`config.mk`:
```
export PLATFORM = sky130hd
export DESIGN_NAME = pcg_top
export DESIGN_NICKNAME = d
export VERILOG_FILES = /design/src/logic/pcg_sync3.v /design/src/logic/pcg_top.v
export VERILOG_INCLUDE_DIRS = /design/src /design/src/inc
export SDC_FILE = /design/constraint.sdc
export NUM_CORES = 1
export LEC_CHECK = 0
export BUFFER_PORTS_ARGS = -buffer_cell sky130_fd_sc_hd__buf_2
export CORE_UTILIZATION = 44
export CTS_CLUSTER_DIAMETER = 200
export DETAILED_ROUTE_END_ITERATION = 8
export PLACE_DENSITY = 0.81
export SETUP_SLACK_MARGIN = 0.3
export SLEW_MARGIN = 20
export SYNTH_ARGS = -nofsm -noshare
export SYNTH_HDL_FRONTEND = slang
export SYNTH_SLANG_ARGS = --single-unit
```
`constraint.sdc`:
```
create_clock -name sys_clk -period 1.95 [get_ports sys_clk]
set_clock_uncertainty 0.05 [all_clocks]
set_input_delay 0.0975 -clock sys_clk [delete_from_list [all_inputs] [get_ports sys_clk]]
set_output_delay 0.0975 -clock sys_clk [all_outputs]
set_load 0.01 [all_outputs]
```
`src/inc/pcg_consts.vh`:
```
// Constants for the peripheral clock gate and soft reset block
// Functional notes
// A set gating bit clocks its unit; a clear bit leaves it unclocked.
// Access to a unit whose clock is gated off answers with a bus fault.
// All gating enables read zero after reset; units start unclocked.
// Software enables each used unit's gating bit before touching it.
// Run, sleep and deep-sleep gating registers apply per power state.
// Sleep gating sets apply only when automatic gating is set.
// Deep-sleep gating holds port A..H enables at bits 7:0, rest zero.
// Reset register writes are masked by paired capability register bits.
// Reset register 0 at 0x040: CAN bit 24, watchdog bit 3.
// Reset register 1 at 0x044: comparators 25:24, timers 18:16, bits 4, 0.
// Reset register 2 at 0x048: port A..H resets at bits 7:0.
// All software reset registers reset to zero.
// A set reset bit holds its unit in reset; clearing releases it.
// Software preserves reserved bits on read-modify-write.
`ifndef PCG_CONSTS_VH
`define PCG_CONSTS_VH
`define PCG_OFS_SRC0      12'h040
`define PCG_OFS_SRC1      12'h044
`define PCG_OFS_SRC2      12'h048
`define PCG_OFS_RUN_GATE  12'h108
`define PCG_OFS_SLP_GATE  12'h118
`define PCG_OFS_DSL_GATE  12'h128
`define PCG_OFS_RUN_CFG   12'h060
`define PCG_OFS_IRQ_STAT  12'h200
`define PCG_OFS_IRQ_MASK  12'h204
`define PCG_OFS_FAULT_ADR 12'h208
`define PCG_SRC0_MASK     32'h01000008
`define PCG_SRC1_MASK     32'h03070011
`define PCG_SRC2_MASK     32'h000000ff
`define PCG_GATE_MASK     32'h000000ff
`define PCG_AUTO_GATE_BIT 27
`define PCG_RESET_VAL     32'h00000000
`define PCG_IRQ_FAULT     0
`define PCG_IRQ_UNMAPPED  1
`define PCG_IRQ_MASK_W    32'h00000003
`endif

```
`src/logic/pcg_sync3.v`:
```
// Three-stage synchroniser with agreement of the last two stages
module pcg_sync3
(
  input  wire sys_clk,
  input  wire rst_n,
  input  wire clk_en,
  input  wire din,
  output reg  dout
);
  reg s1_reg;
  reg s2_reg;
  reg s3_reg;

  always @(posedge sys_clk or negedge rst_n)
  begin
    if (!rst_n)
    begin
      s1_reg <= 1'b0;
      s2_reg <= 1'b0;
      s3_reg <= 1'b0;
      dout   <= 1'b0;
    end
    else if (clk_en)
    begin
      s1_reg <= din;
      s2_reg <= s1_reg;
      s3_reg <= s2_reg;
      // Filters a one-cycle glitch out of the second stage
      if (s2_reg == s3_reg)
        dout <= s3_reg;
    end
  end
endmodule

```
`src/logic/pcg_top.v`:
```
// Peripheral clock gating and software reset control with Avalon slave
`include "pcg_consts.vh"
module pcg_top
(
  input  wire        sys_clk,
  input  wire        rst_n,
  input  wire        clk_en,
  input  wire [11:0] avs_address,
  input  wire        avs_read,
  input  wire        avs_write,
  input  wire [31:0] avs_writedata,
  input  wire [3:0]  avs_byteenable,
  output reg  [31:0] avs_readdata,
  output wire        avs_waitrequest,
  output reg  [1:0]  avs_response,
  input  wire        sleep_req,
  input  wire        deep_sleep_req,
  input  wire [31:0] capability_reg_1,
  input  wire [31:0] capability_reg_2,
  input  wire [31:0] capability_reg_4,
  input  wire        periph_access,
  input  wire [2:0]  periph_port_sel,
  output reg         periph_fault,
  output wire [7:0]  port_clk_en,
  output wire [31:0] soft_reset_0,
  output wire [31:0] soft_reset_1,
  output wire [31:0] soft_reset_2,
  output wire        irq
);
  localparam ST_IDLE = 2'b01;
  localparam ST_RESP = 2'b10;

  localparam PWR_RUN   = 3'b001;
  localparam PWR_SLEEP = 3'b010;
  localparam PWR_DEEP  = 3'b100;

  reg  [1:0]  state_reg;
  reg  [1:0]  state_next;
  reg  [31:0] src0_reg;
  reg  [31:0] src1_reg;
  reg  [31:0] src2_reg;
  reg  [7:0]  run_gate_reg;
  reg  [7:0]  slp_gate_reg;
  reg  [7:0]  dsl_gate_reg;
  reg         auto_gate_reg;
  reg  [1:0]  irq_stat_reg;
  reg  [1:0]  irq_mask_reg;
  reg  [2:0]  fault_port_reg;
  reg  [7:0]  gate_sel;
  reg  [31:0] rd_next;
  reg         hit_next;
  reg  [2:0]  pwr_state;
  reg  [31:0] rdata_next;
  reg  [1:0]  resp_next;
  reg  [31:0] src0_next;
  reg  [31:0] src1_next;
  reg  [31:0] src2_next;
  reg  [7:0]  run_gate_next;
  reg  [7:0]  slp_gate_next;
  reg  [7:0]  dsl_gate_next;
  reg         auto_gate_next;
  reg  [1:0]  irq_mask_next;
  reg  [1:0]  irq_stat_next;
  wire        stat_clr;
  wire [31:0] wmask;
  wire [31:0] wdata_be;
  wire        req;
  wire        wr_go;
  wire        sleep_s;
  wire        dsleep_s;
  wire        fault_ev;
  wire        unmapped_ev;
  wire [1:0]  ev_bits;

  // Power-state requests come from the power manager, off this clock
  pcg_sync3 u_sync_sleep
  (
    .sys_clk (sys_clk),
    .rst_n   (rst_n),
    .clk_en  (clk_en),
    .din     (sleep_req),
    .dout    (sleep_s)
  );

  pcg_sync3 u_sync_dsleep
  (
    .sys_clk (sys_clk),
    .rst_n   (rst_n),
    .clk_en  (clk_en),
    .din     (deep_sleep_req),
    .dout    (dsleep_s)
  );

  // Power state seen by the gating; deep sleep outranks sleep
  always @*
  begin
    pwr_state = PWR_RUN;
    if (auto_gate_reg && dsleep_s)
      pwr_state = PWR_DEEP;
    else if (auto_gate_reg && sleep_s)
      pwr_state = PWR_SLEEP;
  end

  // Gating set chosen by power state
  always @*
  begin
    case (pwr_state)
      PWR_DEEP:
        gate_sel = dsl_gate_reg;
      PWR_SLEEP:
        gate_sel = slp_gate_reg;
      PWR_RUN:
        gate_sel = run_gate_reg;
      default:
        gate_sel = run_gate_reg;
    endcase
  end

  assign port_clk_en = gate_sel;

  // Reset outputs held while the bit is one
  assign soft_reset_0 = src0_reg;
  assign soft_reset_1 = src1_reg;
  assign soft_reset_2 = src2_reg;

  // Gated port access faults instead of completing
  assign fault_ev = clk_en & periph_access &
                    ~gate_sel[periph_port_sel];

  always @(posedge sys_clk or negedge rst_n)
  begin
    if (!rst_n)
    begin
      periph_fault   <= 1'b0;
      fault_port_reg <= 3'h0;
    end
    else if (clk_en)
    begin
      periph_fault <= fault_ev;
      if (fault_ev)
        fault_port_reg <= periph_port_sel;
    end
  end

  // Bus side: one wait cycle, answer in ST_RESP
  assign req = avs_read | avs_write;
  // Frozen clock enable holds the answer back, else the write is lost
  assign avs_waitrequest = ~(clk_en & (state_reg == ST_RESP));
  assign wr_go = clk_en & avs_write & (state_reg == ST_RESP);
  assign wmask = {{8{avs_byteenable[3]}}, {8{avs_byteenable[2]}},
                  {8{avs_byteenable[1]}}, {8{avs_byteenable[0]}}};
  assign wdata_be = avs_writedata & wmask;

  always @*
  begin
    state_next = state_reg;
    case (state_reg)
      ST_IDLE:
        if (req)
          state_next = ST_RESP;
      ST_RESP:
        state_next = ST_IDLE;
      default:
        state_next = ST_IDLE;
    endcase
  end

  always @*
  begin
    hit_next = 1'b1;
    rd_next  = `PCG_RESET_VAL;
    case (avs_address)
      `PCG_OFS_SRC0:      rd_next = src0_reg;
      `PCG_OFS_SRC1:      rd_next = src1_reg;
      `PCG_OFS_SRC2:      rd_next = src2_reg;
      `PCG_OFS_RUN_GATE:  rd_next = {24'h000000, run_gate_reg};
      `PCG_OFS_SLP_GATE:  rd_next = {24'h000000, slp_gate_reg};
      `PCG_OFS_DSL_GATE:  rd_next = {24'h000000, dsl_gate_reg};
      `PCG_OFS_RUN_CFG:   rd_next = {4'h0, auto_gate_reg, 27'h0};
      `PCG_OFS_IRQ_STAT:  rd_next = {30'h0, irq_stat_reg};
      `PCG_OFS_IRQ_MASK:  rd_next = {30'h0, irq_mask_reg};
      `PCG_OFS_FAULT_ADR: rd_next = {29'h0, fault_port_reg};
      default:            hit_next = 1'b0;
    endcase
  end

  assign unmapped_ev = clk_en & req & (state_reg == ST_RESP) & ~hit_next;
  assign ev_bits = {unmapped_ev, fault_ev};

  // Answer captured at the edge that enters ST_RESP, one cycle before it is taken, and held until the next request
  always @*
  begin
    rdata_next = avs_readdata;
    resp_next  = avs_response;
    if (state_reg == ST_IDLE && req)
    begin
      rdata_next = avs_read ? rd_next : 32'h00000000;
      resp_next  = hit_next ? 2'b00 : 2'b11;
    end
  end

  always @(posedge sys_clk or negedge rst_n)
  begin
    if (!rst_n)
    begin
      state_reg    <= ST_IDLE;
      avs_readdata <= 32'h00000000;
      avs_response <= 2'b00;
    end
    else if (clk_en)
    begin
      state_reg    <= state_next;
      avs_readdata <= rdata_next;
      avs_response <= resp_next;
    end
  end

  // Register writes: next values, then one clocked copy under clk_en
  always @*
  begin
    src0_next      = src0_reg;
    src1_next      = src1_reg;
    src2_next      = src2_reg;
    run_gate_next  = run_gate_reg;
    slp_gate_next  = slp_gate_reg;
    dsl_gate_next  = dsl_gate_reg;
    auto_gate_next = auto_gate_reg;
    irq_mask_next  = irq_mask_reg;
    if (wr_go)
    begin
      case (avs_address)
        `PCG_OFS_SRC0:
          src0_next = (src0_reg & ~(wmask & capability_reg_1)) |
                      (wdata_be & capability_reg_1 &
                       `PCG_SRC0_MASK);
        `PCG_OFS_SRC1:
          src1_next = (src1_reg & ~(wmask & capability_reg_2)) |
                      (wdata_be & capability_reg_2 &
                       `PCG_SRC1_MASK);
        `PCG_OFS_SRC2:
          src2_next = (src2_reg & ~(wmask & capability_reg_4)) |
                      (wdata_be & capability_reg_4 &
                       `PCG_SRC2_MASK);
        `PCG_OFS_RUN_GATE:
          if (avs_byteenable[0])
            run_gate_next = avs_writedata[7:0];
        `PCG_OFS_SLP_GATE:
          if (avs_byteenable[0])
            slp_gate_next = avs_writedata[7:0];
        `PCG_OFS_DSL_GATE:
          if (avs_byteenable[0])
            dsl_gate_next = avs_writedata[7:0];
        `PCG_OFS_RUN_CFG:
          if (avs_byteenable[3])
            auto_gate_next = avs_writedata[`PCG_AUTO_GATE_BIT];
        `PCG_OFS_IRQ_MASK:
          if (avs_byteenable[0])
            irq_mask_next = avs_writedata[1:0];
        // Unmapped and read-only offsets keep every register except irq_stat_reg, where an unmapped one sets bit 1
        default:
          irq_mask_next = irq_mask_reg;
      endcase
    end
  end

  // Write-one-to-clear strobe for the status register
  assign stat_clr = wr_go & (avs_address == `PCG_OFS_IRQ_STAT) &
                    avs_byteenable[0];

  // Sticky status; a new event wins over a same-cycle clear
  always @*
  begin
    irq_stat_next = irq_stat_reg | ev_bits;
    if (stat_clr)
      irq_stat_next = (irq_stat_reg & ~avs_writedata[1:0]) | ev_bits;
  end

  // Software-visible registers
  always @(posedge sys_clk or negedge rst_n)
  begin
    if (!rst_n)
    begin
      src0_reg      <= `PCG_RESET_VAL;
      src1_reg      <= `PCG_RESET_VAL;
      src2_reg      <= `PCG_RESET_VAL;
      run_gate_reg  <= 8'h00;
      slp_gate_reg  <= 8'h00;
      dsl_gate_reg  <= 8'h00;
      auto_gate_reg <= 1'b0;
      irq_mask_reg  <= 2'b00;
      irq_stat_reg  <= 2'b00;
    end
    else if (clk_en)
    begin
      src0_reg      <= src0_next;
      src1_reg      <= src1_next;
      src2_reg      <= src2_next;
      run_gate_reg  <= run_gate_next;
      slp_gate_reg  <= slp_gate_next;
      dsl_gate_reg  <= dsl_gate_next;
      auto_gate_reg <= auto_gate_next;
      irq_mask_reg  <= irq_mask_next;
      irq_stat_reg  <= irq_stat_next;
    end
  end

  assign irq = |(irq_stat_reg & irq_mask_reg);
endmodule

```
==> results of run 1 <==
path summary, 6_finish.rpt:
path                                                    end  cells past startpoint  slack (ps)                   startpoint
setup / recovery              fault_port_reg[1]$_DFFE_PN0P_                      6         -80    auto_gate_reg$_DFFE_PN0P_
hold / removal             u_sync_dsleep.s3_reg$_DFFE_PN0P_                      3          70                       clk_en
setup reg to reg              fault_port_reg[1]$_DFFE_PN0P_                      6         -80    auto_gate_reg$_DFFE_PN0P_
hold reg to reg                 avs_readdata[2]$_DFFE_PN0P_                      1         430  avs_readdata[2]$_DFFE_PN0P_
max in group asynchronous       soft_reset_2[6]$_DFFE_PN0P_                      3        1020                        rst_n
min in group asynchronous      soft_reset_2[15]$_DFFE_PN0P_                      2          90                        rst_n
cells by family after synthesis:
family,after synthesis
AO/OA/AOI/OAI,211
adder cells (fa/ha/maj),1
buffers and inverters,35
flip-flops,172
multiplexers,62
AND/OR/NAND/NOR,139
cell usage in the layout (no fill, tap or decap), types with 10 or more instances in the layout:
cell type and instances:
nand2_2 15, a222oi_1 24, o21ai_0 14, buf_2 274, dlygate4sd3_1 116, nor2_4 13
o21ai_2 24, clkbuf_16 21, buf_12 11, mux2_4 46, buf_8 10, nand2_4 12
buf_4 38, nand2_1 47, mux2i_1 12, buf_6 29, dfrtp_1 169, a21boi_2 67
tightest hold or removal path: stages:
cell and delay [ps]:
buf_2 110, buf_4 210, o21ai_0 110
layer usage:
metal	track usage, %	vias up	wire length [um]
li1	-	3261	-
met4	18.2	0	2300
met5	0	-	0
met3	7.29	188	3020
met2	58.5	632	16800
met1	39.0	3928	11500
cell type report:
cell class,instances,area share (%)
Sequential cell,172,33.3
Multi-Input combinational cell,413,31.4
Timing Repair Buffer,482,28.0
Clock buffer,17,3.29
Tap cell,216,2.09
Clock inverter,15,1.61
Inverter,6,0.213
Antenna cell,1,0.0194
where the power goes:
part           switching [mW]  leakage [nW]  total [mW]  internal [mW]
clock                    1.56         0.314        3.73           2.17
sequential             0.0847          2.36        3.73           3.65
combinational           0.604          3.70        1.18          0.578
repair_timing:
item	in CTS	in global routing
hold buffers	116	0
pin swaps	24	114
hold endpoints to repair	300	0
setup buffers	11	15
gates cloned	0	6
endpoints found under the setup margin	121	169
gates resized for setup	121	261
per-stage QoR:
| stage | cell area (um^2) | TNS [ps] |
|---|---|---|
| 2_1_floorplan | 7640 | -1100 |
| 3_3_place_gp | 9670 | -1420 |
| 3_5_place_dp | 9670 | -4260 |
| 4_1_cts | 12000 | -0.810 |
| 5_1_grt | 12900 | -630 |
| 6_report | 12900 | -406 |
==> results.toml, run 1 <==
[outcome]
status = "complete, but fails checks"
violations = "negative setup slack"

[placed_design]
pre_cts_ws_ps = -137
portBuffers = 277
place_congestion = 0.879
post-place-cells = 1141
dp_hpwl_um = 17500

[sta]
worstMarginPinSlew_ps = 722
final_max_slew_viol_count = 0
hold_viol_final = 0
finalCriticalPeriod_ps = 2030
worst_slack_ps = -83.7
grt_setup_unrepaired = "yes"
setup_viol = 7
period_share_pct = 104
whs_ps = 73.6
fmax_ghz = 0.492
relSlewSlack_pct = 51.9

[layout]
instances_no_fill = 1322
fin_util_pct = 80.2
final_nets = 1247
register_area_um2 = 4310
final.fill_count = 838
drive_gt1_share_pct = 58.1
multiInputGateArea_um2 = 4060
syn_to_final_growth_pct = 75.2

[grt]
grt_max_degree = 61
track_usage_pct = 33.8
grt_pass1_vias = 7949
antenna_found_initial = 1
grt_pass1_wl_um = 45000
grt_overflow = 0

[critical_path]
cp_max_fo = 6
end_kind = "flop"
required_ps = 2220
critical_path_buf_inv_count = 1
path_class = "reg -> reg"
arrival_ps = 2300
slowest_stage = "dfrtp_2"
crit_family = "compound AO/OA/AOI/OAI gates"
slowest_delay_ps = 480
path_cells = "buf_6 -> o22ai_2 -> a21oi_2 -> a221oi_2 -> o211a_4 -> mux2_4"
crit_path_start_kind = "flop"

[job]
cap_violations = 0

[clocking]
cts_buffers = 17
cts_buffer_depth = 2
clk_latency_ps = 440
htreeDepth = 4
cts_root_buf = "clkbuf_16"
cts.sinks = 172
cts_tree = "built"
cts.clk_slew.worst_paths_ps = 70

[power]
powerDensity_nw_per_um2 = 669
ir_worst_vdd_uv = 662
finalPower_mw = 8.64
leakage_nw = 6.37

[synthesis]
synth-edff-count = 0
synth_common_cells = "171 x dfrtp_1, 79 x a21boi_0, 77 x nand2_1"
yosysSeqAreaShare_pct = 58.4
netlist_instances = 620
synth_top_family_by_area = "compound AO/OA/AOI/OAI gates"
synth-compound-area-share_pct = 20.5
synth_area_leader_cell = "dfrtp_1"
synth_area_um2 = 7370
synth_seq_cells = 172
synth_top_area_share_pct = 58.0
synth.mux.area_fraction_pct = 9.27
syn_nets = 775
syn_avg_cell_area_um2 = 11.9
synthXorXnorAreaFrac_pct = 0
synth_ff_type = "dfrtp_1"
synth_most_common_cell = "dfrtp_1"
synth.area.top_cells = "dfrtp_1 58%, a21boi_0 8.0%, mux2_2 7.6%"
async_flop_share_pct = 100
yosysWarnings = 0
synth.distinct_cells = 55
synthAdderAreaFrac_pct = 0.136
synthSimpleGateAreaFrac_pct = 9.74

[floorplan]
io_pins = 296
fp.dieW_um = 131
coreArea_um2 = 16100
die_area_um2 = 17300
rows = 46
die_h_um = 131
initial_core_util_pct = 45.8

[worst_hold_path]
hp-class = "in -> reg"

[routing]
via_per_inst = 6.06
firstDrtPassIters = 6
wl_per_cell_um = 25.5
drc_errors = 0
drtAntennaViolNets = 0
drt-total-wl_um = 33700
dr.first_iter.drc_count = 891
vias = 8009
(Power assumes the default switching activity.)
==> run 2: changes to the inputs <==
Settings changed: SKIP_LAST_GASP set to 1.
==> results.toml, run 2 (same netlist as run 1, synthesis figures left out) <==
[clocking]
cts_buffers = 17
cts_root_buf = "clkbuf_16"
cts_buffer_depth = 2
htreeDepth = 4
clk_latency_ps = 440
cts_tree = "built"
cts.sinks = 172
cts.clk_slew.worst_paths_ps = 70

[floorplan]
die_area_um2 = 17300
fp.dieW_um = 131
die_h_um = 131
coreArea_um2 = 16100
io_pins = 296
rows = 46
initial_core_util_pct = 45.8

[routing]
dr.first_iter.drc_count = 869
firstDrtPassIters = 8
wl_per_cell_um = 25.1
drt-total-wl_um = 33100
vias = 8042
via_per_inst = 6.09
drtAntennaViolNets = 0
drc_errors = 0

[sta]
finalCriticalPeriod_ps = 2010
worst_slack_ps = -60.0
fmax_ghz = 0.498
period_share_pct = 103
worstMarginPinSlew_ps = 589
whs_ps = 67.2
grt_setup_unrepaired = "yes"
setup_viol = 5
final_max_slew_viol_count = 0
hold_viol_final = 0
relSlewSlack_pct = 60.8

[grt]
track_usage_pct = 33.6
use_met2_pct = 58.1
grt_pass1_vias = 7955
grt_pass1_wl_um = 44600
grt_max_degree = 61
grt.busiest_layer = "met2"
grt_use_met1_pct = 38.7
antenna_found_initial = 3
grt_overflow = 0
grt_use_met3_pct = 6.79

[critical_path]
slowest_delay_ps = 470
path_class = "reg -> reg"
path_cells = "buf_6 -> o22ai_2 -> a21oi_2 -> a221oi_2 -> o211a_4 -> mux2_4"
critical_path.startpoint = "auto_gate_reg$_DFFE_PN0P_"
critical_path_buf_inv_count = 1
arrival_ps = 2280
crit_path_start_kind = "flop"
end_kind = "flop"
reg2reg_from = "auto_gate_reg$_DFFE_PN0P_"
crit_family = "compound AO/OA/AOI/OAI gates"
reg2reg_slack_ps = -60
required_ps = 2220
slowest_stage = "dfrtp_2"
cp_max_fo = 6

[layout]
final_common_cell = "buf_2"
syn_to_final_growth_pct = 72.5
fin_area_um2 = 12700
final_nets = 1243
final_cell_mix = "275 x buf_2, 169 x dfrtp_1, 116 x dlygate4sd3_1"
drive_gt1_share_pct = 56.9

[power]
powerDensity_nw_per_um2 = 675
ir_worst_vdd_uv = 658
leakage_nw = 6.23

[worst_hold_path]
hp-class = "in -> reg"
hp-start = "clk_en"

[placed_design]
place_congestion = 0.879
dp_hpwl_um = 17500
portBuffers = 277
dpl-instance-area_um2 = 9670

[outcome]
status = "complete, but fails checks"
violations = "negative setup slack"

[job]
cap_violations = 0
## run 2: changes by cell type in the layout (fill, tap and decap cells not counted), moves of 2 or more
| cell | change |
|---|---|
| mux2_2 | +18 |
| mux2_4 | -18 |
| nand2_1 | +9 |
| buf_6 | -6 |
| a21boi_0 | +5 |
| a21boi_1 | -5 |
| nand2_4 | -5 |
| nand2_2 | -4 |
| a21boi_2 | +2 |
| a21boi_4 | -2 |
| buf_8 | +2 |
| diode_2 | +2 |
## run 2: where the power goes
part	leakage, nW	switching [mW]	internal, mW
Clock	0.314	1.55	2.17
Sequential	2.36	0.0825	3.65
Combinational	3.56	0.573	0.561
Total	6.23	2.21	6.38
## run 2: cell type report
cell class | instances | area, um^2
antenna | 3 | 7.51
tap | 216 | 270
clock inverter | 15 | 208
sequential | 172 | 4310
multi-input combinational | 413 | 3910
inverter | 6 | 27.5
timing repair buffer | 478 | 3560
fill | 880 | 3400
clock buffer | 17 | 425
## run 2: routing by layer
metal  share of wire, %  routed length (um)
met5                  0                   0
met3                8.8                2910
met2                 50               16600
met4                6.4                2100
met1                 35               11400
## run 2: final timing paths
| path | to | cells past startpoint |
|---|---|---|
| setup / recovery | fault_port_reg[1]$_DFFE_PN0P_ | 6 |
| hold / removal | u_sync_dsleep.s3_reg$_DFFE_PN0P_ | 3 |
| setup reg to reg | fault_port_reg[1]$_DFFE_PN0P_ | 6 |
| hold reg to reg | avs_readdata[2]$_DFFE_PN0P_ | 1 |
| max in group asynchronous | soft_reset_0[7]$_DFFE_PN0P_ | 3 |
| min in group asynchronous | soft_reset_1[11]$_DFFE_PN0P_ | 2 |
## run 2: worst register-to-register path: stages (launching register included)
cell and delay [ps]:
dfrtp_2 470, buf_6 170, o22ai_2 190, a21oi_2 70, a221oi_2 360, o211a_4 280
mux2_4 300
## run 2: stage by stage
stage / worst slack (ps) / TNS [ps] / cells / total power [mW] / util [%]
final: -60.0 / -203 / 1320 / 8.58 / 78.9
after global routing: -134 / -796 / 1320 / 8.81 / 78.9
after CTS: -0.810 / -0.810 / 1300 / 8.36 / 73.3
after detailed placement: -137 / -4260 / 1141 / 4.48 / 60.0
after global placement: -97.9 / -1420 / 1141 / 4.47 / 60.0
after floorplan: -80.8 / -1100 / 620 / 4.12 / -
## run 2: what timing repair did
item                                   CTS  global route
endpoints found under the hold margin  301             0
gates resized for setup                 78           259
setup buffers                           11            13
gates cloned                             0             4
pin swaps                               22           110
setup endpoints to repair              121           169
hold buffers                           116             0
==> run 3: changes to the inputs <==
Settings changed: SKIP_CTS_REPAIR_TIMING set to 1.
==> results.toml, run 3 (same netlist as run 1, synthesis figures left out) <==
[placed_design]
dp_hpwl_um = 17500
portBuffers = 277
pre_cts_ws_ps = -137
place_congestion = 0.879

[sta]
grt_setup_unrepaired = "yes"
final_max_slew_viol_count = 0
period_share_pct = 99.3
fmax_ghz = 0.517
finalCriticalPeriod_ps = 1940
whs_ps = 17.5
worstMarginPinSlew_ps = 441
setup_viol = 0
hold_viol_final = 0
relSlewSlack_pct = 70.6
worst_slack_ps = 14.2
fin_setup_tns_ps = 0

[clocking]
cts_root_buf = "clkbuf_16"
cts.clk_slew.worst_paths_ps = 70
cts_tree = "built"
cts_buffers = 17
clk_latency_ps = 430
cts_buffer_depth = 2
cts.sinks = 172
htreeDepth = 4

[grt]
grt_max_degree = 61
grt_pass1_vias = 6613
grt_pass1_wl_um = 36900
grt_overflow = 0
antenna_found_initial = 2
track_usage_pct = 27.7

[critical_path]
cp_max_fo = 8
critical_path_buf_inv_count = 0
path_cells = "nand2_2 -> o22ai_2 -> a21oi_2 -> a221oi_2 -> o211a_2 -> mux2_4"
rr_worst_depth = 6
timing.rr.end = "fault_port_reg[1]$_DFFE_PN0P_"
end_kind = "flop"
crit_path_start_kind = "flop"
slowest_delay_ps = 420
reg2reg_slack_ps = 10
path_class = "reg -> reg"
required_ps = 2210
crit_family = "compound AO/OA/AOI/OAI gates"
reg2reg_from = "auto_gate_reg$_DFFE_PN0P_"
slowest_stage = "dfrtp_2"
arrival_ps = 2200

[layout]
final.fill_count = 988
syn_to_final_growth_pct = 63.7
drive_gt1_share_pct = 50.7
final_cell_mix = "276 x buf_2, 169 x dfrtp_1, 115 x dlygate4sd3_1"
final_nets = 1221
final_common_cell = "buf_2"

[floorplan]
die_h_um = 131
rows = 46
die_area_um2 = 17300
initial_core_util_pct = 45.8
io_pins = 296
fp.dieW_um = 131
coreArea_um2 = 16100

[routing]
wl_per_cell_um = 22.4
firstDrtPassIters = 7
drt-total-wl_um = 29100
drtAntennaViolNets = 0
dr.first_iter.drc_count = 622
drc_errors = 0
vias = 7580
via_per_inst = 5.84

[worst_hold_path]
hold_end = "fault_port_reg[2]$_DFFE_PN0P_"
hp-class = "in -> reg"
hold_path_depth = 3
hp-start = "periph_port_sel[2]"

[power]
powerDensity_nw_per_um2 = 696
leakage_nw = 5.93
finalPower_mw = 8.41
ir_worst_vdd_uv = 682

[job]
cap_violations = 0

[outcome]
status = "complete, no violations"
run 3: changes by cell type in the layout (fill, tap and decap cells not counted), sizes merged:
cell / change
buf: -18
clkbuf: -3
clkinv: -1
diode: -1
dlygate4sd3: -1
inv: +1
run 3: routing by layer:
layer  up-vias  routed length, um  track usage (%)
met4         0               1370             10.8
met3       113               2230             4.40
li1       3206                  -                -
met5         -                  0                0
met1      3735              10700             35.2
met2       526              14800             47.3
run 3: cell type report:
type	instances	area (um^2)	share of cell area (%)
timing repair buffer	456	3250	26.9
clock buffer	17	425	3.52
antenna	2	5.00	0.0415
multi-input combinational	413	3580	29.6
clock inverter	15	208	1.72
tap	216	270	2.24
sequential	172	4310	35.7
inverter	6	25.0	0.207
run 3: worst min-delay path: stages:
cell,delay [ps]
buf_2,140
nor3_1,80
a2bb2oi_2,140
run 3: worst max path at each step:
stage / startpoint / cells past startpoint / endpoint
after global routing: auto_gate_reg$_DFFE_PN0P_ / 6 / fault_port_reg[1]$_DFFE_PN0P_
after CTS: auto_gate_reg$_DFFE_PN0P_ / 6 / fault_port_reg[1]$_DFFE_PN0P_
after detailed placement: avs_address[10] / 7 / avs_readdata[14]$_DFFE_PN0P_
after floorplan: avs_address[1] / 5 / slp_gate_reg[0]$_DFFE_PN0P_
after global placement: avs_address[1] / 7 / slp_gate_reg[0]$_DFFE_PN0P_
final: auto_gate_reg$_DFFE_PN0P_ / 6 / fault_port_reg[1]$_DFFE_PN0P_
run 3: per-stage QoR:
step	instance area [um^2]	cells	util [%]
floorplan	7640	620	-
global placement	9670	1141	60.0
detailed placement	9670	1141	60.0
CTS	10300	1173	63.9
global route	12100	1297	74.9
finish	12100	1297	74.9
run 3: report_power, final:
part	leakage, nW	internal [mW]	switching [mW]	total [mW]
Combinational	3.26	0.480	0.521	1.00
Clock	0.314	2.17	1.51	3.68
Sequential	2.36	3.65	0.0760	3.72
Total	5.93	6.30	2.11	8.41
